`config.mk`:
```
export PLATFORM = sky130hd
export DESIGN_NAME = oda_align_ctrl
export DESIGN_NICKNAME = d
export VERILOG_FILES = /design/src/logic/oda_align_ctrl.v
export VERILOG_INCLUDE_DIRS = /design/src /design/src/logic
export SDC_FILE = /design/constraint.sdc
export NUM_CORES = 1
export LEC_CHECK = 0
export BUFFER_PORTS_ARGS = -buffer_cell sky130_fd_sc_hd__clkbuf_2
export CAP_MARGIN = 0
export CORE_ASPECT_RATIO = 1.25
export CORE_MARGIN = 2
export CORE_UTILIZATION = 40
export CTS_CLUSTER_DIAMETER = 50
export CTS_CLUSTER_SIZE = 12
export DETAILED_ROUTE_END_ITERATION = 12
export PLACE_DENSITY = 0.65
export SLEW_MARGIN = 20
export SYNTH_ARGS = -nofsm -noshare
export SYNTH_HDL_FRONTEND = slang
export SYNTH_SLANG_ARGS = --single-unit
```
`constraint.sdc`:
```
create_clock -name aclk -period 1.95 [get_ports aclk]
set_clock_uncertainty 0.15 [all_clocks]
set_input_delay 0.0975 -clock aclk [delete_from_list [all_inputs] [get_ports aclk]]
set_output_delay 0.0975 -clock aclk [all_outputs]
set_load 0.02 [all_outputs]
```
`src/logic/oda_regs.vh`:
```
// Register map, field positions, reset values and timing counts for the
// output divider alignment control block. Included by the block's logic.
`ifndef ODA_REGS_VH
`define ODA_REGS_VH

// ------------------------------------------------------------
// Register indices (byte address is four times the index)
// ------------------------------------------------------------
`define ODA_IDX_BURST       12'h13e
`define ODA_IDX_POWER       12'h140
`define ODA_IDX_CONFIG      12'h143
`define ODA_IDX_EXCLUDE     12'h144
`define ODA_IDX_STATUS      12'h150

// ------------------------------------------------------------
// Config and power fields
// ------------------------------------------------------------
`define ODA_CFG_CLEAR_SETUP 7
`define ODA_CFG_EDGE        6
`define ODA_CFG_INVERT      5
`define ODA_CFG_ENABLE      4
`define ODA_CFG_LOOP2       3
`define ODA_CFG_LOOP1       2
`define ODA_CFG_MODE_HI     1
`define ODA_CFG_MODE_LO     0
`define ODA_POWER_FRAME_PD  2

`define ODA_MODE_BLOCKED    2'h0
`define ODA_MODE_DIRECT     2'h1
`define ODA_MODE_PULSER_PIN 2'h2
`define ODA_MODE_PULSER_SW  2'h3

// ------------------------------------------------------------
// Reset values
// ------------------------------------------------------------
`define ODA_CONFIG_RESET    8'h01
`define ODA_EXCLUDE_RESET   8'h00
`define ODA_POWER_RESET     8'h00
`define ODA_BURST_RESET     8'h00

// ------------------------------------------------------------
// Timing: clock period and minimum hold of an edge-triggered event, in ns and in cycles
// ------------------------------------------------------------
`define ODA_CLK_NS          40
`define ODA_ONESHOT_NS      400
`define ODA_ONESHOT_CYC     ((`ODA_ONESHOT_NS + `ODA_CLK_NS - 1) / `ODA_CLK_NS)
`define ODA_PULSE_CYC       2

`endif

```
`src/logic/oda_align_ctrl.v`:
```
// Output divider alignment control: AXI4-Lite registers, request pin
// conditioning, event generation and per-output divider reset.
// Assumes one clock aclk (25 MHz), synchronous active-low aresetn, and an
// asynchronous request pin and lock flags that are synchronised here.
//
// Behaviour
// - No alignment event is raised unless the enable bit (bit 4) is set.
// - The request pin is active high with invert bit 5 clear, low when set.
// - Level mode (bit 6 clear) holds outputs aligned while the request lasts.
// - Edge mode (bit 6 set) aligns on the rising edge for a minimum time.
// - Bit 3 holds the request asserted until loop 2 reports lock.
// - Bit 2 holds the request asserted until loop 1 reports lock.
// - Source select 0 blocks pin and both lock holds from making events.
// - Source select 1 makes events from the pin or enabled lock holds.
// - Source select 2 makes pulser pulses from the pin or lock holds.
// - Source select 3 makes pulser pulses on each burst count write.
// - Exclude bit 7 keeps the SYSREF clocks running through an event.
// - Exclude bits 6 to 0 keep each even device clock out of an event.
// - An excluded output is not interrupted while SYSREF is output.
// - With SYSREF powered down no SYSREF mode and no event occur.
`include "oda_regs.vh"

module oda_align_ctrl
(
    input  wire        aclk,
    input  wire        aresetn,
    input  wire [11:0] s_axi_awaddr,
    input  wire        s_axi_awvalid,
    output reg         s_axi_awready,
    input  wire [31:0] s_axi_wdata,
    input  wire [3:0]  s_axi_wstrb,
    input  wire        s_axi_wvalid,
    output reg         s_axi_wready,
    output reg  [1:0]  s_axi_bresp,
    output reg         s_axi_bvalid,
    input  wire        s_axi_bready,
    input  wire [11:0] s_axi_araddr,
    input  wire        s_axi_arvalid,
    output reg         s_axi_arready,
    output reg  [31:0] s_axi_rdata,
    output reg  [1:0]  s_axi_rresp,
    output reg         s_axi_rvalid,
    input  wire        s_axi_rready,
    input  wire        align_request_pin,
    input  wire        loop1_lock,
    input  wire        loop2_lock,
    output reg  [6:0]  divider_reset,
    output reg         frame_ref_reset,
    output reg         pulser_trigger,
    output reg         frame_ref_enable,
    output reg         clear_setup_active
);

    // ------------------------------------------------------------
    // Address decode
    // ------------------------------------------------------------
    localparam [1:0] RESP_OKAY   = 2'h0;
    localparam [1:0] RESP_SLVERR = 2'h2;

    // Byte address to register index, low two address bits dropped
    function [11:0] reg_index;
        input [11:0] addr;
        begin
            reg_index = {2'h0, addr[11:2]};
        end
    endfunction

    // Known register index check
    function mapped;
        input [11:0] idx;
        begin
            if (idx == `ODA_IDX_BURST || idx == `ODA_IDX_POWER)
                mapped = 1'b1;
            else if (idx == `ODA_IDX_CONFIG || idx == `ODA_IDX_EXCLUDE)
                mapped = 1'b1;
            else if (idx == `ODA_IDX_STATUS)
                mapped = 1'b1;
            else
                mapped = 1'b0;
        end
    endfunction

    // ------------------------------------------------------------
    // Registers
    // ------------------------------------------------------------
    reg  [7:0]  cfg;
    reg  [7:0]  exclude;
    reg  [7:0]  power;
    reg  [7:0]  burst;
    reg  [11:0] aw_addr;
    reg         aw_held;
    reg  [31:0] w_data;
    reg  [3:0]  w_strb;
    reg         w_held;
    reg         burst_written;

    wire        aw_fire = s_axi_awvalid && s_axi_awready;
    wire        w_fire  = s_axi_wvalid && s_axi_wready;
    wire        do_write = aw_held && w_held && !s_axi_bvalid;
    wire [11:0] widx = reg_index(aw_addr);

    // Write channel capture, in either order, and register update
    always @(posedge aclk)
    begin
        if (!aresetn)
        begin
            s_axi_awready <= 1'b1;
            s_axi_wready  <= 1'b1;
            s_axi_bvalid  <= 1'b0;
            s_axi_bresp   <= RESP_OKAY;
            aw_addr       <= 12'h000;
            aw_held       <= 1'b0;
            w_data        <= 32'h0000_0000;
            w_strb        <= 4'h0;
            w_held        <= 1'b0;
            cfg           <= `ODA_CONFIG_RESET;
            exclude       <= `ODA_EXCLUDE_RESET;
            power         <= `ODA_POWER_RESET;
            burst         <= `ODA_BURST_RESET;
            burst_written <= 1'b0;
        end
        else
        begin
            burst_written <= 1'b0;
            if (aw_fire)
            begin
                aw_addr       <= s_axi_awaddr;
                aw_held       <= 1'b1;
                s_axi_awready <= 1'b0;
            end
            if (w_fire)
            begin
                w_data       <= s_axi_wdata;
                w_strb       <= s_axi_wstrb;
                w_held       <= 1'b1;
                s_axi_wready <= 1'b0;
            end
            if (do_write)
            begin
                aw_held      <= 1'b0;
                w_held       <= 1'b0;
                s_axi_bvalid <= 1'b1;
                s_axi_bresp  <= mapped(widx) ? RESP_OKAY : RESP_SLVERR;
                if (w_strb[0])
                begin
                    if (widx == `ODA_IDX_CONFIG)
                        cfg <= w_data[7:0];
                    else if (widx == `ODA_IDX_EXCLUDE)
                        exclude <= w_data[7:0];
                    else if (widx == `ODA_IDX_POWER)
                        power <= w_data[7:0];
                    else if (widx == `ODA_IDX_BURST)
                    begin
                        burst         <= w_data[7:0];
                        burst_written <= 1'b1;
                    end
                end
            end
            if (s_axi_bvalid && s_axi_bready)
            begin
                s_axi_bvalid  <= 1'b0;
                s_axi_awready <= 1'b1;
                s_axi_wready  <= 1'b1;
            end
        end
    end

    // ------------------------------------------------------------
    // Request conditioning
    // ------------------------------------------------------------
    reg  [1:0] pin_sync;
    reg  [1:0] l1_sync;
    reg  [1:0] l2_sync;
    reg        pin_prev;
    reg        l1_hold;
    reg        l2_hold;

    wire [1:0] mode      = cfg[`ODA_CFG_MODE_HI:`ODA_CFG_MODE_LO];
    wire       enabled   = cfg[`ODA_CFG_ENABLE] && !power[`ODA_POWER_FRAME_PD];
    wire       pin_level = pin_sync[1] ^ cfg[`ODA_CFG_INVERT];
    wire       request   = pin_level || l1_hold || l2_hold;
    wire       req_rise  = request && !pin_prev;

    // Two-stage synchronisers and lock hold flags
    always @(posedge aclk)
    begin
        if (!aresetn)
        begin
            pin_sync <= 2'h0;
            l1_sync  <= 2'h0;
            l2_sync  <= 2'h0;
            pin_prev <= 1'b0;
            l1_hold  <= 1'b0;
            l2_hold  <= 1'b0;
        end
        else
        begin
            pin_sync <= {pin_sync[0], align_request_pin};
            l1_sync  <= {l1_sync[0], loop1_lock};
            l2_sync  <= {l2_sync[0], loop2_lock};
            pin_prev <= request;
            l1_hold  <= cfg[`ODA_CFG_LOOP1] && !l1_sync[1];
            l2_hold  <= cfg[`ODA_CFG_LOOP2] && !l2_sync[1];
        end
    end

    // ------------------------------------------------------------
    // Event generation
    // ------------------------------------------------------------
    localparam [31:0] ONESHOT_LOAD = `ODA_ONESHOT_CYC - 1;

    reg  [4:0] oneshot_cnt;
    reg        event_active;
    reg        next_event;
    reg        next_pulse;

    // Event source selection
    always @*
    begin
        next_event = 1'b0;
        next_pulse = 1'b0;
        if (enabled)
        begin
            case (mode)
                `ODA_MODE_BLOCKED:    next_event = 1'b0;
                `ODA_MODE_DIRECT:
                begin
                    if (cfg[`ODA_CFG_EDGE])
                        next_event = req_rise || (oneshot_cnt != 5'h00);
                    else
                        next_event = request;
                end
                `ODA_MODE_PULSER_PIN: next_pulse = req_rise;
                default:              next_pulse = burst_written;
            endcase
        end
    end

    // One-shot timer and outputs
    always @(posedge aclk)
    begin
        if (!aresetn)
        begin
            oneshot_cnt        <= 5'h00;
            event_active       <= 1'b0;
            divider_reset      <= 7'h00;
            frame_ref_reset    <= 1'b0;
            pulser_trigger     <= 1'b0;
            frame_ref_enable   <= 1'b0;
            clear_setup_active <= 1'b0;
        end
        else
        begin
            if (enabled && mode == `ODA_MODE_DIRECT && cfg[`ODA_CFG_EDGE] && req_rise)
                oneshot_cnt <= ONESHOT_LOAD[4:0];
            else if (oneshot_cnt != 5'h00)
                oneshot_cnt <= oneshot_cnt - 5'h01;
            event_active       <= next_event;
            divider_reset      <= next_event ? ~exclude[6:0] : 7'h00;
            frame_ref_reset    <= next_event && !exclude[7];
            pulser_trigger     <= next_pulse;
            frame_ref_enable   <= !power[`ODA_POWER_FRAME_PD];
            clear_setup_active <= cfg[`ODA_CFG_CLEAR_SETUP];
        end
    end

    // ------------------------------------------------------------
    // Read channel
    // ------------------------------------------------------------
    wire [11:0] ridx = reg_index(s_axi_araddr);

    // Read data selection and handshake
    always @(posedge aclk)
    begin
        if (!aresetn)
        begin
            s_axi_arready <= 1'b1;
            s_axi_rvalid  <= 1'b0;
            s_axi_rdata   <= 32'h0000_0000;
            s_axi_rresp   <= RESP_OKAY;
        end
        else if (s_axi_arvalid && s_axi_arready)
        begin
            s_axi_arready <= 1'b0;
            s_axi_rvalid  <= 1'b1;
            s_axi_rresp   <= mapped(ridx) ? RESP_OKAY : RESP_SLVERR;
            if (ridx == `ODA_IDX_CONFIG)
                s_axi_rdata <= {24'h000000, cfg};
            else if (ridx == `ODA_IDX_EXCLUDE)
                s_axi_rdata <= {24'h000000, exclude};
            else if (ridx == `ODA_IDX_POWER)
                s_axi_rdata <= {24'h000000, power};
            else if (ridx == `ODA_IDX_BURST)
                s_axi_rdata <= {24'h000000, burst};
            else if (ridx == `ODA_IDX_STATUS)
                s_axi_rdata <= {28'h0000000, l2_sync[1], l1_sync[1], pin_level,
                                event_active};
            else
                s_axi_rdata <= 32'h0000_0000;
        end
        else if (s_axi_rvalid && s_axi_rready)
        begin
            s_axi_rvalid  <= 1'b0;
            s_axi_arready <= 1'b1;
        end
    end

endmodule // oda_align_ctrl

```
* Word level (Yosys, flattened, before mapping)
Cells that the tools add are included.
** Storage, ports and cells
- Flip-flop bits (word level) :: 123
- Output and inout bits :: 52
- Logic and storage cells :: 124
- Input bits :: 70
** Operators by class
- Reduce and logical (&&, ||, !) cells :: 43
- Bitwise operators :: 8
- Mux-type cells :: 28
- Eq/ne operators :: 12
- Add/sub/neg operators :: 1
** Operators by type and width (number)
- $eq 10x9->1 const B :: 10
- $mux 8 :: 4
- $mux 1 :: 18
- $logic_and 1x1->1 :: 15
- $mux 4 :: 3
- $reduce_or 2->1 :: 4
- $logic_or 1x1->1 :: 7
- $not 7->7 :: 1
- $logic_not 1->1 :: 6
- $not 1->1 :: 6
- $reduce_and 6->1 :: 1
- $reduce_or 6->1 :: 1
- $reduce_and 5->1 :: 1
- $reduce_bool 5->1 :: 1
- $sub 5x1->5 const B :: 1
- $mux 2 :: 2
- $reduce_and 2->1 :: 2
- $reduce_and 4->1 :: 1
- $reduce_bool 2->1 :: 2
- $reduce_and 3->1 :: 1
- $eq 2x1->1 const B :: 1
- $eq 2x2->1 const B :: 1
- $logic_not 2->1 :: 1
- $pmux 1 s2 :: 1
- $xor 1x1->1 :: 1

* Logic depth before layout (Yosys ltp)
- Depth after elaboration :: 9
- Gate-level depth with buffers :: 6
- Gate-level depth less buffers :: 6

* Least setup slack after synthesis
OpenSTA, ideal clock, no wires.
- Kind :: register to register
- Start :: register s_axi_bvalid
- End :: register power[0]
- Buffers on the path :: 1
- Required time :: 1.684 ns
- Cell stages (with the launch flop) :: 7
- Arrival time :: 1.536 ns
- Slack :: 0.148 ns
- Period minus slack after synthesis :: 1.802 ns
- Cell sequence :: dfxtp_1 and3b_2 nand4_2 or4_1 buf_6 mux2i_1 nor2b_1
** Between the ends
- Cells in the longest elaborated chain, start to end :: 3
** RTL lines
- start: declaration :: RTL line oda_align_ctrl.v:35 : output reg s_axi_bvalid,
- start signal: assignment :: RTL line oda_align_ctrl.v:109 : s_axi_bvalid <= 1'b0;
- start signal: assignment :: RTL line oda_align_ctrl.v:142 : s_axi_bvalid <= 1'b1;
- start signal: assignment :: RTL line oda_align_ctrl.v:161 : s_axi_bvalid <= 1'b0;
- $logic_not 1->1 :: RTL line oda_align_ctrl.v:99 : wire do_write = aw_held && w_held && !s_axi_bvalid;
- $logic_and 1x1->1 :: RTL line oda_align_ctrl.v:99
- $reduce_and 5->1 (no source line)
- end signal: assignment :: RTL line oda_align_ctrl.v:118 : power <= `ODA_POWER_RESET;
- end signal: assignment :: RTL line oda_align_ctrl.v:151 : power <= w_data[7:0];
- end: declaration :: RTL line oda_align_ctrl.v:88 : reg [7:0] power;
Every way passes these cells.
A chain may end at the register's enable or synchronous reset.

* Final worst setup path
- Start :: register s_axi_bvalid
- End :: register power[2]
The elaborated chain is that of the path after synthesis.

==> impl_metrics.env <==
export IMPL_combined_global_route_utilization_of_all_metal_layers_pct=17.6
export IMPL_detailedPlacementHpwl_mm=6.85
export IMPL_placedCellCount=642
export IMPL_timing_max_cap_violations=0
export IMPL_power_frac_seq_pct=45.0
export IMPL_peak_clock_frequency_supported_by_timing_mhz=539
export IMPL_postSynth_asyncResetShare_pct=0
export IMPL_regToRegSetupSlack_ns=0.09
export IMPL_ys_seq_area_share_pct=46.0
export IMPL_synth_top_area_share_pct=46.0
export IMPL_placement_io_buffers=64
export IMPL_viasPerCell=4.96
export IMPL_synthesis_area_per_instance_sq_um=9.00
export IMPL_unrepaired_setup_endpoints_after_global_routing="false"
export IMPL_timing_reg2reg_worst_path_depth=6
export IMPL_synth_distinct_cells=54
export IMPL_die_w_um=95.0
export IMPL_design_final_nets=624
export IMPL_dominantRegCellSynth="sky130_fd_sc_hd__dfxtp_1"
export IMPL_number_of_antenna_violations_at_the_first_check_in_global_routing=0
export IMPL_post_synth_main_area_contributors="sky130_fd_sc_hd__dfxtp_1 46%, sky130_fd_sc_hd__mux2i_1 5.8%, sky130_fd_sc_hd__nand2_1 5.8%"
export IMPL_clk_root_buffer_cell="sky130_fd_sc_hd__clkbuf_16"
export IMPL_antennaDiodeCount=0
export IMPL_synthesis_area_sq_mm=0.00414
export IMPL_synthToLayoutAreaGrowth_pct=25.2
export IMPL_initialDrtViolationCount=194
export IMPL_share_comb_of_total_power_pct=12.5
export IMPL_layout_filler_cells=970
export IMPL_cp_start_kind="flip-flop"
export IMPL_worst_setup_path_type="flip-flop to flip-flop"
export IMPL_detail_route_drc_violations=0
export IMPL_globalRouteMet1Util_pct=23.1
export IMPL_grt_max_degree=62
export IMPL_max_slew_worst_pin_slew_ns=0.584
export IMPL_fp_dieArea_sq_mm=0.0112
export IMPL_syn_inst=460
export IMPL_max_clock_path_buffers=2
export IMPL_boundaryPins=122
export IMPL_finalHoldViolations=0
export IMPL_initial_core_util_pct=40.9
export IMPL_global_route_usage_met3_pct=4.03
export IMPL_die_height_um=118
export IMPL_switching_power_as_a_share_of_total_power_pct=23.9
export IMPL_clock_latency_ns=0.34
export IMPL_synth_register_bits=95
export IMPL_depth_of_the_cts_h_tree=3
export IMPL_leakage_nw=2.21
export IMPL_final_antenna_net_count=0
export IMPL_timing_slew_headroom_pct=60.5
export IMPL_intPower_w=0.00357
export IMPL_cts_reportedPaths_clkPinSlew_ns=0.07
export IMPL_routed_via_count=3405
export IMPL_yosysWarningCount=0
export IMPL_use_met2_pct=27.0
export IMPL_timing_final_crit_share_pct=95.2
export IMPL_max_vdd_ir_drop_v=0.000454
export IMPL_final_max_slew_violation_count=0
export IMPL_layout_drive_gt1_share_pct=18.5
export IMPL_cpMaxStageDelayCell="sky130_fd_sc_hd__or4_4"
export IMPL_synth_xor_xnor_area_share_pct=0.635
export IMPL_timing_critical_path_required_ns=2.03
export IMPL_hold_slack_ns=0.0541
export IMPL_run_status="finished clean"
export IMPL_netSwitchingPower_w=0.00112
export IMPL_hold_path_depth=3
export IMPL_placementRows=41
export IMPL_power_clock_fraction_pct=42.5
export IMPL_finalNonFillerCells=686
export IMPL_post_drt_wl_per_cell_um=13.9
export IMPL_simple_gate_portion_of_the_synthesized_area_pct=26.0
export IMPL_most_frequent_cell_after_synthesis="sky130_fd_sc_hd__dfxtp_1"
export IMPL_critical_path_at_ns=1.93
export IMPL_tritoncts_buffers=9
export IMPL_totalWireLength_mm=9.56
export IMPL_worstReg2RegStart="s_axi_bvalid"
export IMPL_synth_area_in_compound_gates_pct=12.5
export IMPL_crit_path_cell_trace="and3b_2, nand4_4, or4_4, buf_6, mux2i_1, nor2b_1"
export IMPL_grt_pass1_vias=3169
export IMPL_post_synth_mux_area_share_pct=6.89
export IMPL_timing_hold_worst_start="aresetn"
export IMPL_routabilityCongestion=0.836
export IMPL_largest_family_of_logic_cells_by_synthesized_area="simple AND/OR/NAND/NOR gates"
export IMPL_reg2reg_to="power[2]"
export IMPL_critical_path_max_stage_delay_ns=0.43
export IMPL_tns_ns=0
export IMPL_critical_path_startpoint="s_axi_bvalid"
export IMPL_count_of_flip_flops_with_a_built_in_enable_after_synthesis=0
export IMPL_min_to="s_axi_rdata[4]"
export IMPL_cts_sinks=95
export IMPL_grt_busiest_layer="met2"
export IMPL_power_density_mw_per_mm2=906
export IMPL_pre_repair_dr_iteration_count=4
export IMPL_synth_fa_ha_area_share_pct=0.605
export IMPL_post_synth_most_frequent_cells="95 x sky130_fd_sc_hd__dfxtp_1, 64 x sky130_fd_sc_hd__nand2_1, 30 x sky130_fd_sc_hd__nor2b_1, 27 x sky130_fd_sc_hd__buf_4, 25 x sky130_fd_sc_hd__a21boi_0"
export IMPL_totalPowerFinal_w=0.00469
export IMPL_worst_setup_path_end_kind="flip-flop"
export IMPL_first_pass_grt_wire_length_mm=15.4
export IMPL_setup_viol=0
export IMPL_grt_overflow=0
export IMPL_floorplan_core_area_sq_mm=0.0101
export IMPL_finalCriticalPeriod_ns=1.86
export IMPL_critical_path_max_fanout=8
export IMPL_tritoncts_clock_tree="yes"
export IMPL_min_delay_path_class="input port to flip-flop"
export IMPL_synth_largest_area_cell="sky130_fd_sc_hd__dfxtp_1"
==> layout by cell type, fill, tap and decap left out, types with 9 or more instances in the layout <==
master                          instances
sky130_fd_sc_hd__a21boi_0              25
sky130_fd_sc_hd__a21oi_1               13
sky130_fd_sc_hd__and2_1                14
sky130_fd_sc_hd__clkbuf_16              9
sky130_fd_sc_hd__clkbuf_2              64
sky130_fd_sc_hd__conb_1                26
sky130_fd_sc_hd__dfxtp_1               95
sky130_fd_sc_hd__dlygate4sd3_1         28
sky130_fd_sc_hd__mux2i_1               23
sky130_fd_sc_hd__nand2_1               64
sky130_fd_sc_hd__nand3_1               18
sky130_fd_sc_hd__nor2_1                23
sky130_fd_sc_hd__nor2b_1               30
sky130_fd_sc_hd__nor3_1                14
sky130_fd_sc_hd__o21ai_0               24
==> worst max-delay path by stage <==
stage	end	slack, ns
finish	power[2]	0.09
floorplan	power[0]	0.15
global placement	power[1]	0.13
global route	power[3]	0.01
detailed placement	power[2]	0.06
CTS	power[2]	0.05
==> through the flow <==
step / cell area (sq um) / utilization, % / setup WS (ns)
5_1_grt: 5180 / 51.3 / 0.0146
4_1_cts: 5150 / 51.0 / 0.0465
6_report: 5180 / 51.3 / 0.0935
3_5_place_dp: 4530 / 44.8 / 0.0582
3_3_place_gp: 4530 / 44.8 / 0.130
2_1_floorplan: 4230 / - / 0.148
==> critical path, delay by kind of cell, from the launching register on <==
kind,cells,cell delay [ns]
AND/OR/NAND/NOR,4,0.91
multiplexers,1,0.19
buffers and inverters,1,0.16
flip-flops,1,0.33
==> sequential cells by signal, indices dropped and copies added (netlist names), 2 cells and up <==
name,cells
pin_sync,2
divider_reset,7
cfg,8
s_axi_rdata,8
burst,8
aw_addr,10
exclude,8
w_data,8
oneshot_cnt,5
l2_sync,2
power,8
l1_sync,2
==> cell type report <==
cell class | count | area [sq um] | share of cell area (%)
clock buffers | 10 | 239 | 4.61
clock inverters | 6 | 108 | 2.08
inverters | 6 | 22.5 | 0.435
multi-input cells | 339 | 2050 | 39.6
flip-flops and latches | 95 | 1900 | 36.7
well taps | 129 | 161 | 3.12
repair buffers | 101 | 697 | 13.5
==> power by group through the flow <==
stage	clock network (W)	registers, W	logic, W
floorplan	0	0.00214	0.000421
global placement	0	0.00214	0.000508
detailed placement	0	0.00215	0.000537
CTS	0.00204	0.00211	0.000584
global route	0.00213	0.00212	0.000654
finish	0.00200	0.00211	0.000586
==> layer usage <==
metal,wire length [um],up-vias
li1,-,1725
met1,4340,1558
met2,4530,104
met3,439,18
met4,240,0
met5,0,-
==> cells by family (layout without fill, tap and decap cells) <==
kind of cell             Yosys count  in the layout
multiplexers                      28             28
AO/OA/AOI/OAI                     81             81
buffers and inverters             51            123
flip-flops                        95             95
other                              1             26
AND/OR/NAND/NOR                  199            199
adder cells (fa/ha/maj)            2              2
XOR/XNOR                           3              3
==> what timing repair did <==
| item | in CTS | in global routing |
|---|---|---|
| buffers inserted | 0 | 0 |
| hold endpoints to repair | 27 | 0 |
| gates resized for setup | 0 | 5 |
| endpoints found under the setup margin | 0 | 5 |
| hold buffers | 28 | 0 |
No activity file was read; power rests on OpenSTA's default activity.
